<file path="src/rtl/acs_pkg.sv">
package acs_pkg;
  // Register byte offsets
  localparam logic [7:0] CTRL_OFFSET = 8'h00;
  localparam logic [7:0] DELAY_OFFSET = 8'h04;
  localparam logic [7:0] STATUS_OFFSET = 8'h08;
  localparam logic [7:0] SINGLE_MASK_OFFSET = 8'h0c;
  localparam logic [7:0] REPEAT_MASK_OFFSET = 8'h10;
  // Control field positions
  localparam int CTRL_ENABLE_BIT = 0;
  localparam int CTRL_SINGLE_BIT = 1;
  localparam int CTRL_REPEAT_BIT = 2;
  localparam int CTRL_PWR_GATE_DIS_BIT = 3;
  localparam int CTRL_BUSY_BIT = 8;
  localparam int CTRL_CORE_ON_BIT = 9;
  // Delay field positions
  localparam int DELAY_START_LSB = 0;
  localparam int DELAY_REPEAT_LSB = 16;
  // Reset values
  localparam logic [31:0] DELAY_RESET = 32'h0000_0000;
  localparam logic [15:0] MASK_RESET = 16'h0000;
  // Timing: tick period and system clock rate
  localparam int TICK_PERIOD_NS = 40000;
  localparam int CLK_PERIOD_NS = 40;
  localparam int TICK_CYCLES = TICK_PERIOD_NS / CLK_PERIOD_NS;
  localparam int CORE_RESET_CYCLES = 1;
  // Sequencer states
  typedef enum logic [2:0] {
    ACS_IDLE, ACS_WAIT, ACS_CONVERT
  } acs_state_e;
endpackage : acs_pkg

</file>
<file path="src/rtl/acs_tick_if.sv">
`timescale 1ns/1ps
// Timebase tick carried from divider to sequencer
interface acs_tick_if;
  logic run;
  logic tick;
  modport source (input run, output tick);
  modport sink (output run, input tick);
endinterface : acs_tick_if

</file>
<file path="src/rtl/acs_tick_div.sv">
`timescale 1ns/1ps
module acs_tick_div #(
  parameter int CYCLES = acs_pkg::TICK_CYCLES
) (
  // Clock and reset
  input wire logic core_clk,
  input wire logic rst_n,
  // Tick carrier
  acs_tick_if.source tk
);
  typedef struct packed {
    logic [15:0] count;
    logic tick;
  } acs_div_s;
  acs_div_s st;
  acs_div_s next_st;

  ////////////////////////////////////////////////////////////////
  // Free divider restarted while idle, so first delay step is full
  always_comb begin
    next_st = st;
    next_st.tick = 1'b0;
    if (!tk.run) begin
      next_st.count = '0;
    end else if (st.count == 16'(CYCLES - 1)) begin
      next_st.count = '0;
      next_st.tick = 1'b1;
    end else begin
      next_st.count = st.count + 16'h0001;
    end
  end

  // State register
  always_ff @(posedge core_clk) begin
    if (!rst_n) begin
      st <= '0;
    end else begin
      st <= next_st;
    end
  end
  assign tk.tick = st.tick;
endmodule : acs_tick_div

</file>
<file path="src/rtl/acs_sequencer.sv">
`timescale 1ns/1ps
// Overview of operation
// - Power gating enabled: core off between sequences
// - Repeat bit set starts repeat-mask cycles
// - Repeat clear: finish cycle, clear timer, stop
// - Single bit starts one single-mask cycle
// - Single bit clears itself
// - Cycles start only while enable set
// - Enable rising sends core reset pulse
// - Enable clear: finish cycle, core off
// - Upper delay field spaces repeat cycles
// - Lower delay field delays first repeat
// - Single cycles ignore both delays
// - Core stays off until interval expires
// - Core enable raised after start delay
// - Repeat mask selects channels per pass
// - Single mask selects channels per single
module acs_sequencer #(
  parameter int TICK_CYCLES = acs_pkg::TICK_CYCLES,
  parameter int CHANNELS = 16
) (
  // Clock and reset
  input wire logic core_clk,
  input wire logic rst_n,
  // APB slave
  input wire logic psel,
  input wire logic penable,
  input wire logic pwrite,
  input wire logic [7:0] paddr,
  input wire logic [31:0] pwdata,
  output logic [31:0] prdata,
  output logic pready,
  output logic pslverr,
  // Converter core
  output logic corePowerOn,
  output logic coreEnable,
  output logic coreReset,
  output logic convStart,
  output logic [CHANNELS-1:0] convChannels,
  input wire logic convDone
);
  ////////////////////////////////////////////////////////////////
  // All state of the block except the tick divider lives in one packed struct
  // Register fields mirror what firmware wrote
  // Sequencer fields track the cycle in flight
  // Bus reply fields are registered so outputs come from flops
  // Core fields are registered for the same reason
  // Keeping it in one struct lets a single assignment clear every field on reset
  // Trade-off: a wide struct, but one place to look for every flop outside the divider
  typedef struct packed {
    logic enable;            // Block enable
    logic singleRun;         // Self-clearing single request
    logic repeatRun;         // Repeat mode
    logic powerGatingDisable;
    // Both delay fields, start in the low half
    logic [31:0] delay;
    logic [15:0] singleMask;
    logic [15:0] repeatMask;
    logic [15:0] chanDone;   // Per-channel done, write one clear
    // Sequencer state
    acs_pkg::acs_state_e state;
    logic curIsRepeat;       // Cycle in flight came from repeat mode
    logic firstRepeat;       // Next repeat cycle uses start delay
    logic [15:0] delayCount;
    // Bus reply flops
    logic [31:0] prdata;
    logic pready;
    logic pslverr;
    // Core side flops
    logic corePowerOn;
    logic coreEnable;
    logic coreReset;
    logic convStart;
    logic [CHANNELS-1:0] convChannels;
  } acs_seq_s;

  acs_seq_s st;
  acs_seq_s next_st;
  // Tick carrier between divider and sequencer
  acs_tick_if tk ();
  // Write strobe at the access edge
  logic wrEn;
  // Read strobe at the setup edge
  logic rdEn;
  // Address hits one of the registers
  logic mapped;

  ////////////////////////////////////////////////////////////////
  // 40 us timebase, only runs while a delay is counting
  // Divider is held at zero outside the wait state, so the
  // first delay step is a full tick and never a stray partial one
  // Limitation: tick phase restarts on every wait, so an interval
  // is measured from the wait entry, not from a free-running grid
  // At the default rate a tick is a thousand clock cycles
  acs_tick_div #(
    .CYCLES(TICK_CYCLES)
  ) u_tick (
    .core_clk(core_clk),
    .rst_n(rst_n),
    .tk(tk)
  );
  // Run only in wait: the divider is quiet the rest of the time
  assign tk.run = (st.state == acs_pkg::ACS_WAIT);

  ////////////////////////////////////////////////////////////////
  // APB decode: answer in the access cycle, zero wait states
  // Write strobe is the access phase so a write lands exactly once
  // Read is captured at setup so data stand when pready is high
  // Hazard: both strobes are plain decodes of the bus, no state
  // Unmapped offsets are answered with an error, never stalled
  // Back-to-back transfers are fine: each setup re-arms the reply
  always_comb begin
    wrEn = psel && penable && pwrite;
    rdEn = psel && !penable && !pwrite;
    mapped = (paddr == acs_pkg::CTRL_OFFSET) || (paddr == acs_pkg::DELAY_OFFSET) ||
      (paddr == acs_pkg::STATUS_OFFSET) || (paddr == acs_pkg::SINGLE_MASK_OFFSET) ||
      (paddr == acs_pkg::REPEAT_MASK_OFFSET);
  end

  ////////////////////////////////////////////////////////////////
  // Next-state logic for registers and sequencer
  // Pulses default low and are raised only on their event
  // The bus reply is one cycle after every setup cycle
  // Order below matters: hardware events, then writes, then the
  // sequencer, then core power, then read data; the status clear and
  // core power see what the earlier steps decided, the sequencer and read data use the old state
  always_comb begin
    next_st = st;
    next_st.coreReset = 1'b0;
    next_st.convStart = 1'b0;
    next_st.pready = psel && !penable;
    next_st.pslverr = psel && !penable && !mapped;

    // Hardware events first, so a set beats a same-cycle clear
    // Done bits gather the channels of the cycle that just ended
    // They stay set until firmware clears them
    if (st.state == acs_pkg::ACS_CONVERT && convDone) begin
      next_st.chanDone = st.chanDone | 16'(st.convChannels);
    end

    // Register writes, taken on the access edge
    // Control write takes all four bits at once
    // A rising enable also schedules the core reset pulse
    // A rising repeat bit marks the next wait as the start delay
    if (wrEn) begin
      case (paddr)
        acs_pkg::CTRL_OFFSET: begin
          next_st.enable = pwdata[acs_pkg::CTRL_ENABLE_BIT];
          next_st.singleRun = pwdata[acs_pkg::CTRL_SINGLE_BIT];
          next_st.repeatRun = pwdata[acs_pkg::CTRL_REPEAT_BIT];
          next_st.powerGatingDisable = pwdata[acs_pkg::CTRL_PWR_GATE_DIS_BIT];
          if (pwdata[acs_pkg::CTRL_ENABLE_BIT] && !st.enable) begin
            next_st.coreReset = 1'b1;
          end
          if (pwdata[acs_pkg::CTRL_REPEAT_BIT] && !st.repeatRun) begin
            next_st.firstRepeat = 1'b1;
          end
        end
        acs_pkg::DELAY_OFFSET: begin
          // A new value applies from the next wait onward
          next_st.delay = pwdata;
        end
        acs_pkg::STATUS_OFFSET: begin
          // Write one clears, unless the same cycle sets it
          next_st.chanDone = next_st.chanDone & ~(pwdata[15:0] & ~16'(
            (st.state == acs_pkg::ACS_CONVERT && convDone) ? st.convChannels : '0));
        end
        acs_pkg::SINGLE_MASK_OFFSET: begin
          // Upper half reserved, dropped
          next_st.singleMask = pwdata[15:0];
        end
        acs_pkg::REPEAT_MASK_OFFSET: begin
          // Upper half reserved, dropped
          next_st.repeatMask = pwdata[15:0];
        end
        default: begin
          // Unmapped write dropped, flagged by pslverr
        end
      endcase
    end

    // Sequencer
    // Idle picks the next cycle: single first, then repeat
    // Wait counts the programmed delay in ticks with the core off
    // Convert holds enable and channel set until the core is done
    // Hazard: a write during convert never aborts the cycle, so
    // the result of the last cycle is always complete
    case (st.state)
      acs_pkg::ACS_IDLE: begin
        // Nothing starts while the block is disabled
        // A pending single wins over repeat so it is never starved
        if (st.enable && st.singleRun) begin
          // Single goes straight to conversion, no delay
          next_st.singleRun = 1'b0;
          next_st.curIsRepeat = 1'b0;
          next_st.convChannels = CHANNELS'(st.singleMask);
          next_st.corePowerOn = 1'b1;
          next_st.coreEnable = 1'b1;
          next_st.convStart = 1'b1;
          next_st.state = acs_pkg::ACS_CONVERT;
        end else if (st.enable && st.repeatRun) begin
          next_st.delayCount = st.firstRepeat ?
            st.delay[acs_pkg::DELAY_START_LSB +: 16] :
            st.delay[acs_pkg::DELAY_REPEAT_LSB +: 16];
          // First wait uses the start delay, later ones the interval
          next_st.firstRepeat = 1'b0;
          next_st.state = acs_pkg::ACS_WAIT;
        end
      end
      acs_pkg::ACS_WAIT: begin
        // Core held off while the delay runs
        // Clearing repeat or enable abandons the wait and the count
        // A zero count starts at once, which gives back-to-back cycles
        // The count only steps on a tick, never on a plain clock
        next_st.coreEnable = 1'b0;
        if (!st.repeatRun || !st.enable) begin
          next_st.delayCount = '0;
          next_st.state = acs_pkg::ACS_IDLE;
        end else if (st.delayCount == 16'h0000) begin
          next_st.curIsRepeat = 1'b1;
          next_st.convChannels = CHANNELS'(st.repeatMask);
          next_st.corePowerOn = 1'b1;
          next_st.coreEnable = 1'b1;
          next_st.convStart = 1'b1;
          next_st.state = acs_pkg::ACS_CONVERT;
        end else if (tk.tick) begin
          next_st.delayCount = st.delayCount - 16'h0001;
        end
      end
      acs_pkg::ACS_CONVERT: begin
        // In-flight cycle always finishes, whatever firmware writes
        // Done is only honoured here, so a stray done while idle
        // or waiting cannot end a cycle that has not begun
        if (convDone) begin
          next_st.coreEnable = 1'b0;
          next_st.state = acs_pkg::ACS_IDLE;
        end
      end
      default: begin
        // Unreachable codes fall back to idle
        next_st.state = acs_pkg::ACS_IDLE;
      end
    endcase

    // Core power: held on only when gating disabled and enabled
    // With gating active the core is off in every gap between cycles
    // Power follows the next state so it drops on the same edge as
    // the enable, and rises with the start pulse
    if (next_st.state != acs_pkg::ACS_CONVERT) begin
      next_st.corePowerOn = next_st.enable && next_st.powerGatingDisable;
    end

    // Read data, registered at setup for the access cycle
    // Reads have no side effects, not even on the done bits
    // Reserved bits read as zero
    // Busy shows a cycle in flight, core-on shows core power
    if (rdEn) begin
      case (paddr)
        acs_pkg::CTRL_OFFSET: begin
          next_st.prdata = '0;
          next_st.prdata[acs_pkg::CTRL_ENABLE_BIT] = st.enable;
          next_st.prdata[acs_pkg::CTRL_SINGLE_BIT] = st.singleRun;
          next_st.prdata[acs_pkg::CTRL_REPEAT_BIT] = st.repeatRun;
          next_st.prdata[acs_pkg::CTRL_PWR_GATE_DIS_BIT] = st.powerGatingDisable;
          next_st.prdata[acs_pkg::CTRL_BUSY_BIT] = (st.state == acs_pkg::ACS_CONVERT);
          next_st.prdata[acs_pkg::CTRL_CORE_ON_BIT] = st.corePowerOn;
        end
        acs_pkg::DELAY_OFFSET: next_st.prdata = st.delay;
        acs_pkg::STATUS_OFFSET: next_st.prdata = {16'h0000, st.chanDone};
        acs_pkg::SINGLE_MASK_OFFSET: next_st.prdata = {16'h0000, st.singleMask};
        acs_pkg::REPEAT_MASK_OFFSET: next_st.prdata = {16'h0000, st.repeatMask};
        default: next_st.prdata = '0;
      endcase
    end
  end

  ////////////////////////////////////////////////////////////////
  // State register, synchronous reset
  // Every field clears on reset, then the reset values are
  // applied by name so a change of default touches one place
  // The sequencer returns to idle with the core off
  always_ff @(posedge core_clk) begin
    if (!rst_n) begin
      st <= '0;
      st.delay <= acs_pkg::DELAY_RESET;
      st.singleMask <= acs_pkg::MASK_RESET;
      st.repeatMask <= acs_pkg::MASK_RESET;
      st.state <= acs_pkg::ACS_IDLE;
    end else begin
      st <= next_st;
    end
  end

  // Outputs straight from state flops
  // No logic between the flops and the pins, so no glitches reach
  // the core and the bus sees settled values
  assign prdata = st.prdata;
  assign pready = st.pready;
  assign pslverr = st.pslverr;
  assign corePowerOn = st.corePowerOn;
  assign coreEnable = st.coreEnable;
  assign coreReset = st.coreReset;
  assign convStart = st.convStart;
  assign convChannels = st.convChannels;
endmodule : acs_sequencer

</file>
<file path="config.mk">
export PLATFORM = sky130hd
export DESIGN_NAME = acs_sequencer
export DESIGN_NICKNAME = d
export VERILOG_FILES = /design/src/rtl/acs_pkg.sv /design/src/rtl/acs_tick_if.sv /design/src/rtl/acs_tick_div.sv /design/src/rtl/acs_sequencer.sv
export SDC_FILE = /design/constraint.sdc
export NUM_CORES = 1
export LEC_CHECK = 0
export ABC_AREA = 0
export BUFFER_PORTS_ARGS = -buffer_cell sky130_fd_sc_hd__buf_2
export CAP_MARGIN = 20
export CORE_MARGIN = 2
export CORE_UTILIZATION = 41
export DETAILED_ROUTE_END_ITERATION = 10
export GPL_TIMING_DRIVEN = 0
export HOLD_SLACK_MARGIN = 0.08
export PLACE_DENSITY = 0.71
export REMOVE_ABC_BUFFERS = 1
export SYNTH_ARGS = -nofsm -noshare
export SYNTH_HDL_FRONTEND = slang
export SYNTH_SLANG_ARGS = --single-unit
</file>
<file path="constraint.sdc">
create_clock -name core_clk -period 2.6 [get_ports core_clk]
set_input_delay 0.26 -clock core_clk [delete_from_list [all_inputs] [get_ports core_clk]]
set_output_delay 0.26 -clock core_clk [all_outputs]
set_load 0.01 [all_outputs]
</file>
==> results of run 1 <==
[critical path, stage by stage, from the launching register on]
cell and delay (ns):
dfxtp_1 0.35, inv_1 0.12, ha_1 0.15, or4b_2 0.66, nor4_4 0.33, o32a_4 0.39
o21ai_0 0.15, a21oi_1 0.18
[metal layers]
layer / global-route usage / part of all wire / vias up
met5: 0 / 0 / -
met4: 0.0728 / 0.024 / 0
met3: 0.0550 / 0.083 / 38
met2: 0.314 / 0.45 / 293
met1: 0.282 / 0.45 / 3279
li1: - / - / 3270
[timing repair]
action,in CTS,in global routing
hold endpoints to repair,15,0
gates resized for setup,2,2
pin swaps,0,0
hold buffers,15,0
setup endpoints to repair,55,19
[cells by family after synthesis]
| logic type | Yosys count | share of synthesized area |
|---|---|---|
| muxes | 69 | 0.0939 |
| buffers and inverters | 119 | 0.0865 |
| other | 1 | 0.000467 |
| adders and majority gates | 3 | 0.00468 |
| DFF | 175 | 0.437 |
| xor gates and xnor gates | 14 | 0.0153 |
| AOI/OAI and AO/OA | 210 | 0.168 |
| and+or+nand+nor | 333 | 0.194 |
[metrics by stage]
step	utilization	hold slack, ns
after detailed placement	0.432	0.443
after global placement	0.424	0.435
after CTS	0.468	0.0847
after global routing	0.470	0.0979
final	0.470	0.0968
after floorplan	-	0.344
[report_power, final]
group | internal (W) | leakage, nW | switching, W | total (W)
Combinational | 0.0000627 | 1.49 | 0.000121 | 0.000184
Clock | 0.00127 | 0.269 | 0.00111 | 0.00237
Sequential | 0.00268 | 1.41 | 0.00000432 | 0.00269
[sequential cells by signal, summed over array words and instances (netlist names)]
name / flops
convStart: 1
pslverr: 1
pready: 1
u_tick.st: 16
st: 104
coreReset: 1
convChannels: 16
prdata: 32
u_tick.tk.tick: 1
corePowerOn: 1
coreEnable: 1
[layout make-up]
cell class                      count  area share
Multi-Input combinational cell    630       0.427
Sequential cell                   175       0.386
Timing Repair Buffer              123      0.0856
Clock buffer                       19      0.0488
Tap cell                          265      0.0365
Clock inverter                     13      0.0116
Inverter                            9     0.00400
Antenna cell                        1    0.000276
[cells in the final DEF (no fill, tap or decap), types with 5 or more instances in the layout]
| cell type | count |
|---|---|
| clkinv_4 | 5 |
| nor3_1 | 7 |
| nor2b_1 | 8 |
| and3_1 | 12 |
| nor2_1 | 117 |
| mux4_2 | 5 |
| inv_1 | 8 |
| xor2_1 | 11 |
| nand2_1 | 129 |
| and2_1 | 5 |
| clkbuf_16 | 17 |
| inv_6 | 5 |
| buf_2 | 100 |
| dlygate4sd3_1 | 15 |
| a21oi_1 | 68 |
| o21ai_0 | 32 |
| mux2i_1 | 64 |
| a31oi_1 | 13 |
| nand3_1 | 11 |
| dfxtp_1 | 175 |
| o22a_1 | 10 |
| a22oi_1 | 56 |
[worst paths after layout]
| path | end | cells past startpoint |
|---|---|---|
| worst max-delay path | st[57]$_SDFFE_PN0P_ | 7 |
| worst min-delay path | st[149]$_SDFFE_PN0P_ | 3 |
| worst max register to register | st[57]$_SDFFE_PN0P_ | 7 |
| worst min register to register | prdata[13]$_SDFFE_PN0P_ | 2 |
==> impl_metrics.py, run 1 <==
metrics = {
    "run_status": {
        "outcome": "finished clean",
    },
    "global_route": {
        "grt.total_usage": 0.206,
        "grt_max_degree": 74,
        "grt_pass1_wl_um": 33400,
        "grt-ovfl-total": 0,
        "grt_pass1_vias": 6323,
        "antenna_found_initial": 1,
    },
    "clock_tree": {
        "root_buffer": "clkbuf_16",
        "cts-buffers-inserted": 17,
        "cts_tree": "yes",
        "cts.sinks": 175,
        "h-tree-depth": 4,
        "post_cts_buffers": 0,
        "insertion_delay_ns": 0.43,
        "clk_path_buf_depth": 2,
        "clk_pin_slew_worst_paths_ns": 0.07,
    },
    "drt": {
        "wire_per_inst_um": 17.1,
        "routed_wl_um": 21100,
        "detail-route-antenna-nets": 0,
        "vias": 6880,
        "drc": 0,
        "vias_per_cell": 5.57,
        "dr.pass1.iters": 5,
        "drt_iter0_drc": 665,
    },
    "sta": {
        "finalCritPeriodShare": 0.927,
        "fin_ws_ns": 0.189,
        "rsz0062_at_grt": "no",
        "maxSlewViolCount": 0,
        "slew_headroom": 0.284,
        "tightest_slew_ns": 1.07,
        "hold_viol": 0,
        "setup_viol": 0,
        "setup_tns_ns": 0,
        "period_minus_slack_ns": 2.41,
        "max_freq_mhz": 415,
        "clock-skew-final_ns": 0.00776,
    },
    "synthesis": {
        "synthesis.area_um2": 8020,
        "synth_edf_count": 0,
        "synth_warnings": 0,
        "ys.flop_type": "dfxtp_1",
        "synth_common_cells": "dfxtp_1, nand2_1, nor2_1, a21oi_1, mux2i_1",
        "ys_seq_area_frac": 0.437,
        "synth_area_leaders": "dfxtp_1, mux2i_1, nand2_1",
        "synthArstFlopShare": 0,
        "syn_inst": 924,
        "synth_largest_area_cell": "dfxtp_1",
        "ys_seq_elements": 175,
        "synth_most_common_cell": "dfxtp_1",
        "avgSynthCellArea_um2": 8.68,
        "synth_top_area_frac": 0.437,
        "yosys.cell_types.count": 60,
    },
    "finish": {
        "final_area_um2": 9080,
        "regArea_um2": 3500,
        "multi_input_area_um2": 3880,
        "drive_gt1_frac": 0.175,
        "area_delta_synth_final_pct": 13.1,
        "nFillCells": 1811,
        "fin_cells": 1235,
        "nNetsFinal": 1005,
    },
    "floorplanning": {
        "die_y_um": 144,
        "io_pins": 100,
        "start_util": 0.415,
        "fp.dieW_um": 144,
        "row_count": 51,
        "core-area_um2": 19300,
        "dieArea_um2": 20700,
    },
    "placed_design": {
        "gp_congestion": 0.849,
        "place_hpwl_um": 13900,
        "dp_slack_ns": -0.622,
        "io_buffer_count": 99,
        "place_inst": 1184,
        "place_area_um2": 8350,
    },
    "worst_hold_path": {
        "hp-start": "pwdata[26]",
        "holdCritPathClass": "primary input to flip-flop",
    },
    "critical_path": {
        "critical_path_class": "flip-flop to flip-flop",
        "crit_fanout": 23,
        "cp_data_arrival_time_ns": 2.77,
        "end_kind": "flip-flop",
        "reg2reg_setup_slack_ns": 0.19,
        "crit_start": "st[54]$_SDFFE_PN0P_",
        "worstPathRequired_ns": 2.96,
        "start_kind": "flip-flop",
        "r2r-start": "st[54]$_SDFFE_PN0P_",
    },
    "power": {
        "peakVddDrop_mv": 0.527,
        "power_density_nw_per_um2": 578,
        "p_leak_nw": 3.17,
        "power_w": 0.00524,
    },
    "flow_run": {
        "cap_violations": 0,
    },
}
Power figures use the tool's default switching activity.
==> run 2: changes to the inputs <==
--- a/config.mk
+++ b/config.mk
@@ -6,14 +6,13 @@
 export NUM_CORES = 1
 export LEC_CHECK = 0
 export ABC_AREA = 0
-export BUFFER_PORTS_ARGS = -buffer_cell sky130_fd_sc_hd__buf_2
 export CAP_MARGIN = 20
 export CORE_MARGIN = 2
 export CORE_UTILIZATION = 41
 export DETAILED_ROUTE_END_ITERATION = 10
+export DONT_BUFFER_PORTS = 1
 export GPL_TIMING_DRIVEN = 0
 export HOLD_SLACK_MARGIN = 0.08
-export PLACE_DENSITY = 0.71
 export REMOVE_ABC_BUFFERS = 1
 export SYNTH_ARGS = -nofsm -noshare
 export SYNTH_HDL_FRONTEND = slang
==> impl_metrics.py, run 2 (synthesis gave the netlist of run 1 again) <==
metrics = {
    "run_status": {
        "outcome": "finished clean",
    },
    "drt": {
        "wire_per_inst_um": 18.9,
        "vias_per_cell": 5.53,
        "vias": 6395,
        "dr.pass1.iters": 6,
        "routed_wl_um": 21800,
        "wl_met1_um": 10100,
        "highest_layer": "met4",
        "detail-route-antenna-nets": 0,
        "drt_iter0_drc": 558,
        "met3WireLength_um": 1340,
        "drc": 0,
        "dr_wl_met2_um": 10200,
    },
    "sta": {
        "hold_viol": 0,
        "clock-skew-final_ns": 0.00578,
        "rsz0062_at_grt": "no",
        "maxSlewViolCount": 0,
        "setup_viol": 0,
        "finalCritPeriodShare": 0.966,
        "period_minus_slack_ns": 2.51,
        "tightest_slew_ns": 1.07,
        "slew_headroom": 0.286,
        "max_freq_mhz": 398,
    },
    "worst_hold_path": {
        "holdCritPathClass": "primary input to flip-flop",
        "hp-start": "paddr[1]",
        "min_path_cells": 3,
        "holdPathEnd": "prdata[8]$_SDFFE_PN0P_",
    },
    "critical_path": {
        "critical_path_class": "primary input to flip-flop",
        "reg2reg_to": "convChannels[13]$_SDFFE_PN0P_",
        "reg2reg_depth": 6,
        "reg2reg_setup_slack_ns": 0.13,
        "start_kind": "primary input",
        "cp_data_arrival_time_ns": 2.88,
        "r2r-start": "st[58]$_SDFFE_PN0P_",
        "end_kind": "flip-flop",
        "crit_fanout": 122,
        "worstPathRequired_ns": 2.97,
    },
    "floorplanning": {
        "io_pins": 100,
        "die_y_um": 144,
        "start_util": 0.415,
        "fp.dieW_um": 144,
        "row_count": 51,
        "core-area_um2": 19300,
        "dieArea_um2": 20700,
    },
    "finish": {
        "drive_gt1_frac": 0.0751,
        "fin_util": 0.457,
        "mostFrequentLayoutCell": "dfxtp_1",
        "fin_cells": 1157,
        "largest_register": "st",
        "nNetsFinal": 931,
        "antennaDiodeCount": 0,
        "area_delta_synth_final_pct": 10.2,
        "largest_register_ff_count": 104,
        "layout_common_cells": "dfxtp_1, nand2_1, nor2_1",
    },
    "global_route": {
        "grt-ovfl-total": 0,
        "grt_max_degree": 123,
        "grt.total_usage": 0.212,
        "grt_pass1_vias": 6009,
        "antenna_found_initial": 0,
        "grt_pass1_wl_um": 34000,
    },
    "power": {
        "peakVddDrop_mv": 0.481,
        "power_w": 0.00536,
        "p_leak_nw": 2.80,
        "power_density_nw_per_um2": 606,
    },
    "placed_design": {
        "gp_congestion": 0.815,
        "place_hpwl_um": 13900,
        "io_buffer_count": 0,
        "place_inst": 1087,
    },
    "clock_tree": {
        "insertion_delay_ns": 0.43,
        "clk_pin_slew_worst_paths_ns": 0.06,
        "cts-buffers-inserted": 17,
        "post_cts_buffers": 0,
        "h-tree-depth": 4,
        "clk_path_buf_depth": 2,
        "cts.sinks": 175,
        "cts_tree": "yes",
        "root_buffer": "clkbuf_16",
    },
    "flow_run": {
        "cap_violations": 0,
    },
}
## run 2: cell count changes in the layout (fill, tap and decap cells not counted), moves of 2 or more
cell	before	now
buf_4	0	2
bufinv_16	0	2
inv_6	5	1
clkbuf_1	1	4
clkbuf_8	1	3
dlygate4sd3_1	15	38
buf_2	100	3
clkinv_4	5	2
clkbuf_2	2	0
## run 2: where the power goes
group / switching (W) / internal [W]
logic: 0.0000967 / 0.0000632
registers: 0.00000520 / 0.00268
clock network: 0.00103 / 0.00148
## run 2: final cells by class
| class | instances | area, um2 |
|---|---|---|
| fill | 1902 | 10500 |
| timing repair buffer | 49 | 523 |
| clock inverter | 5 | 82.6 |
| tap | 265 | 332 |
| inverter | 9 | 38.8 |
| multi-input combinational | 630 | 3880 |
| sequential | 175 | 3500 |
| clock buffer | 24 | 482 |
## run 2: routing by layer
layer  global-route usage  up-vias
met5                    0        -
met4               0.0402        0
met3               0.0530       18
met2                0.344      177
met1                0.290     3089
li1                     -     3111
## run 2: through the flow
stage	area, um2	setup TNS (ns)	worst slack (ns)	hold WS (ns)
2_1_floorplan	7360	-13.14	-0.579	0.344
3_3_place_gp	7690	-213.43	-2.54	0.352
3_5_place_dp	7860	-3.91	-0.253	0.354
4_1_cts	8800	0	0.0288	0.0819
5_1_grt	8840	0	0.0150	0.111
6_report	8840	0	0.0882	0.0968
## run 2: repair_timing
action,CTS,global route
hold endpoints to repair,117,1
cloned,0,0
hold buffers,37,1
gates resized for setup,1,3
endpoints found under the setup margin,16,42
## run 2: worst max path at each step
stage          cells after the start  slack [ns]                      endpoint                 from
6_report                           5        0.09             pready$_SDFF_PN0_                rst_n
5_1_grt                            5        0.02             pready$_SDFF_PN0_                rst_n
4_1_cts                            5        0.03  convChannels[0]$_SDFFE_PN0P_  st[58]$_SDFFE_PN0P_
3_5_place_dp                       5       -0.25  convChannels[6]$_SDFFE_PN0P_  st[58]$_SDFFE_PN0P_
3_3_place_gp                       4       -2.54        prdata[6]$_SDFFE_PN0P_                rst_n
2_1_floorplan                      4       -0.58       prdata[10]$_SDFFE_PN0P_                rst_n
## run 2: worst max-delay path, stage by stage
cell and delay, ns:
dlygate4sd3_1 1.10, inv_6 0.20, buf_16 0.29, nor3b_1 0.33
dlygate4sd3_1 0.58
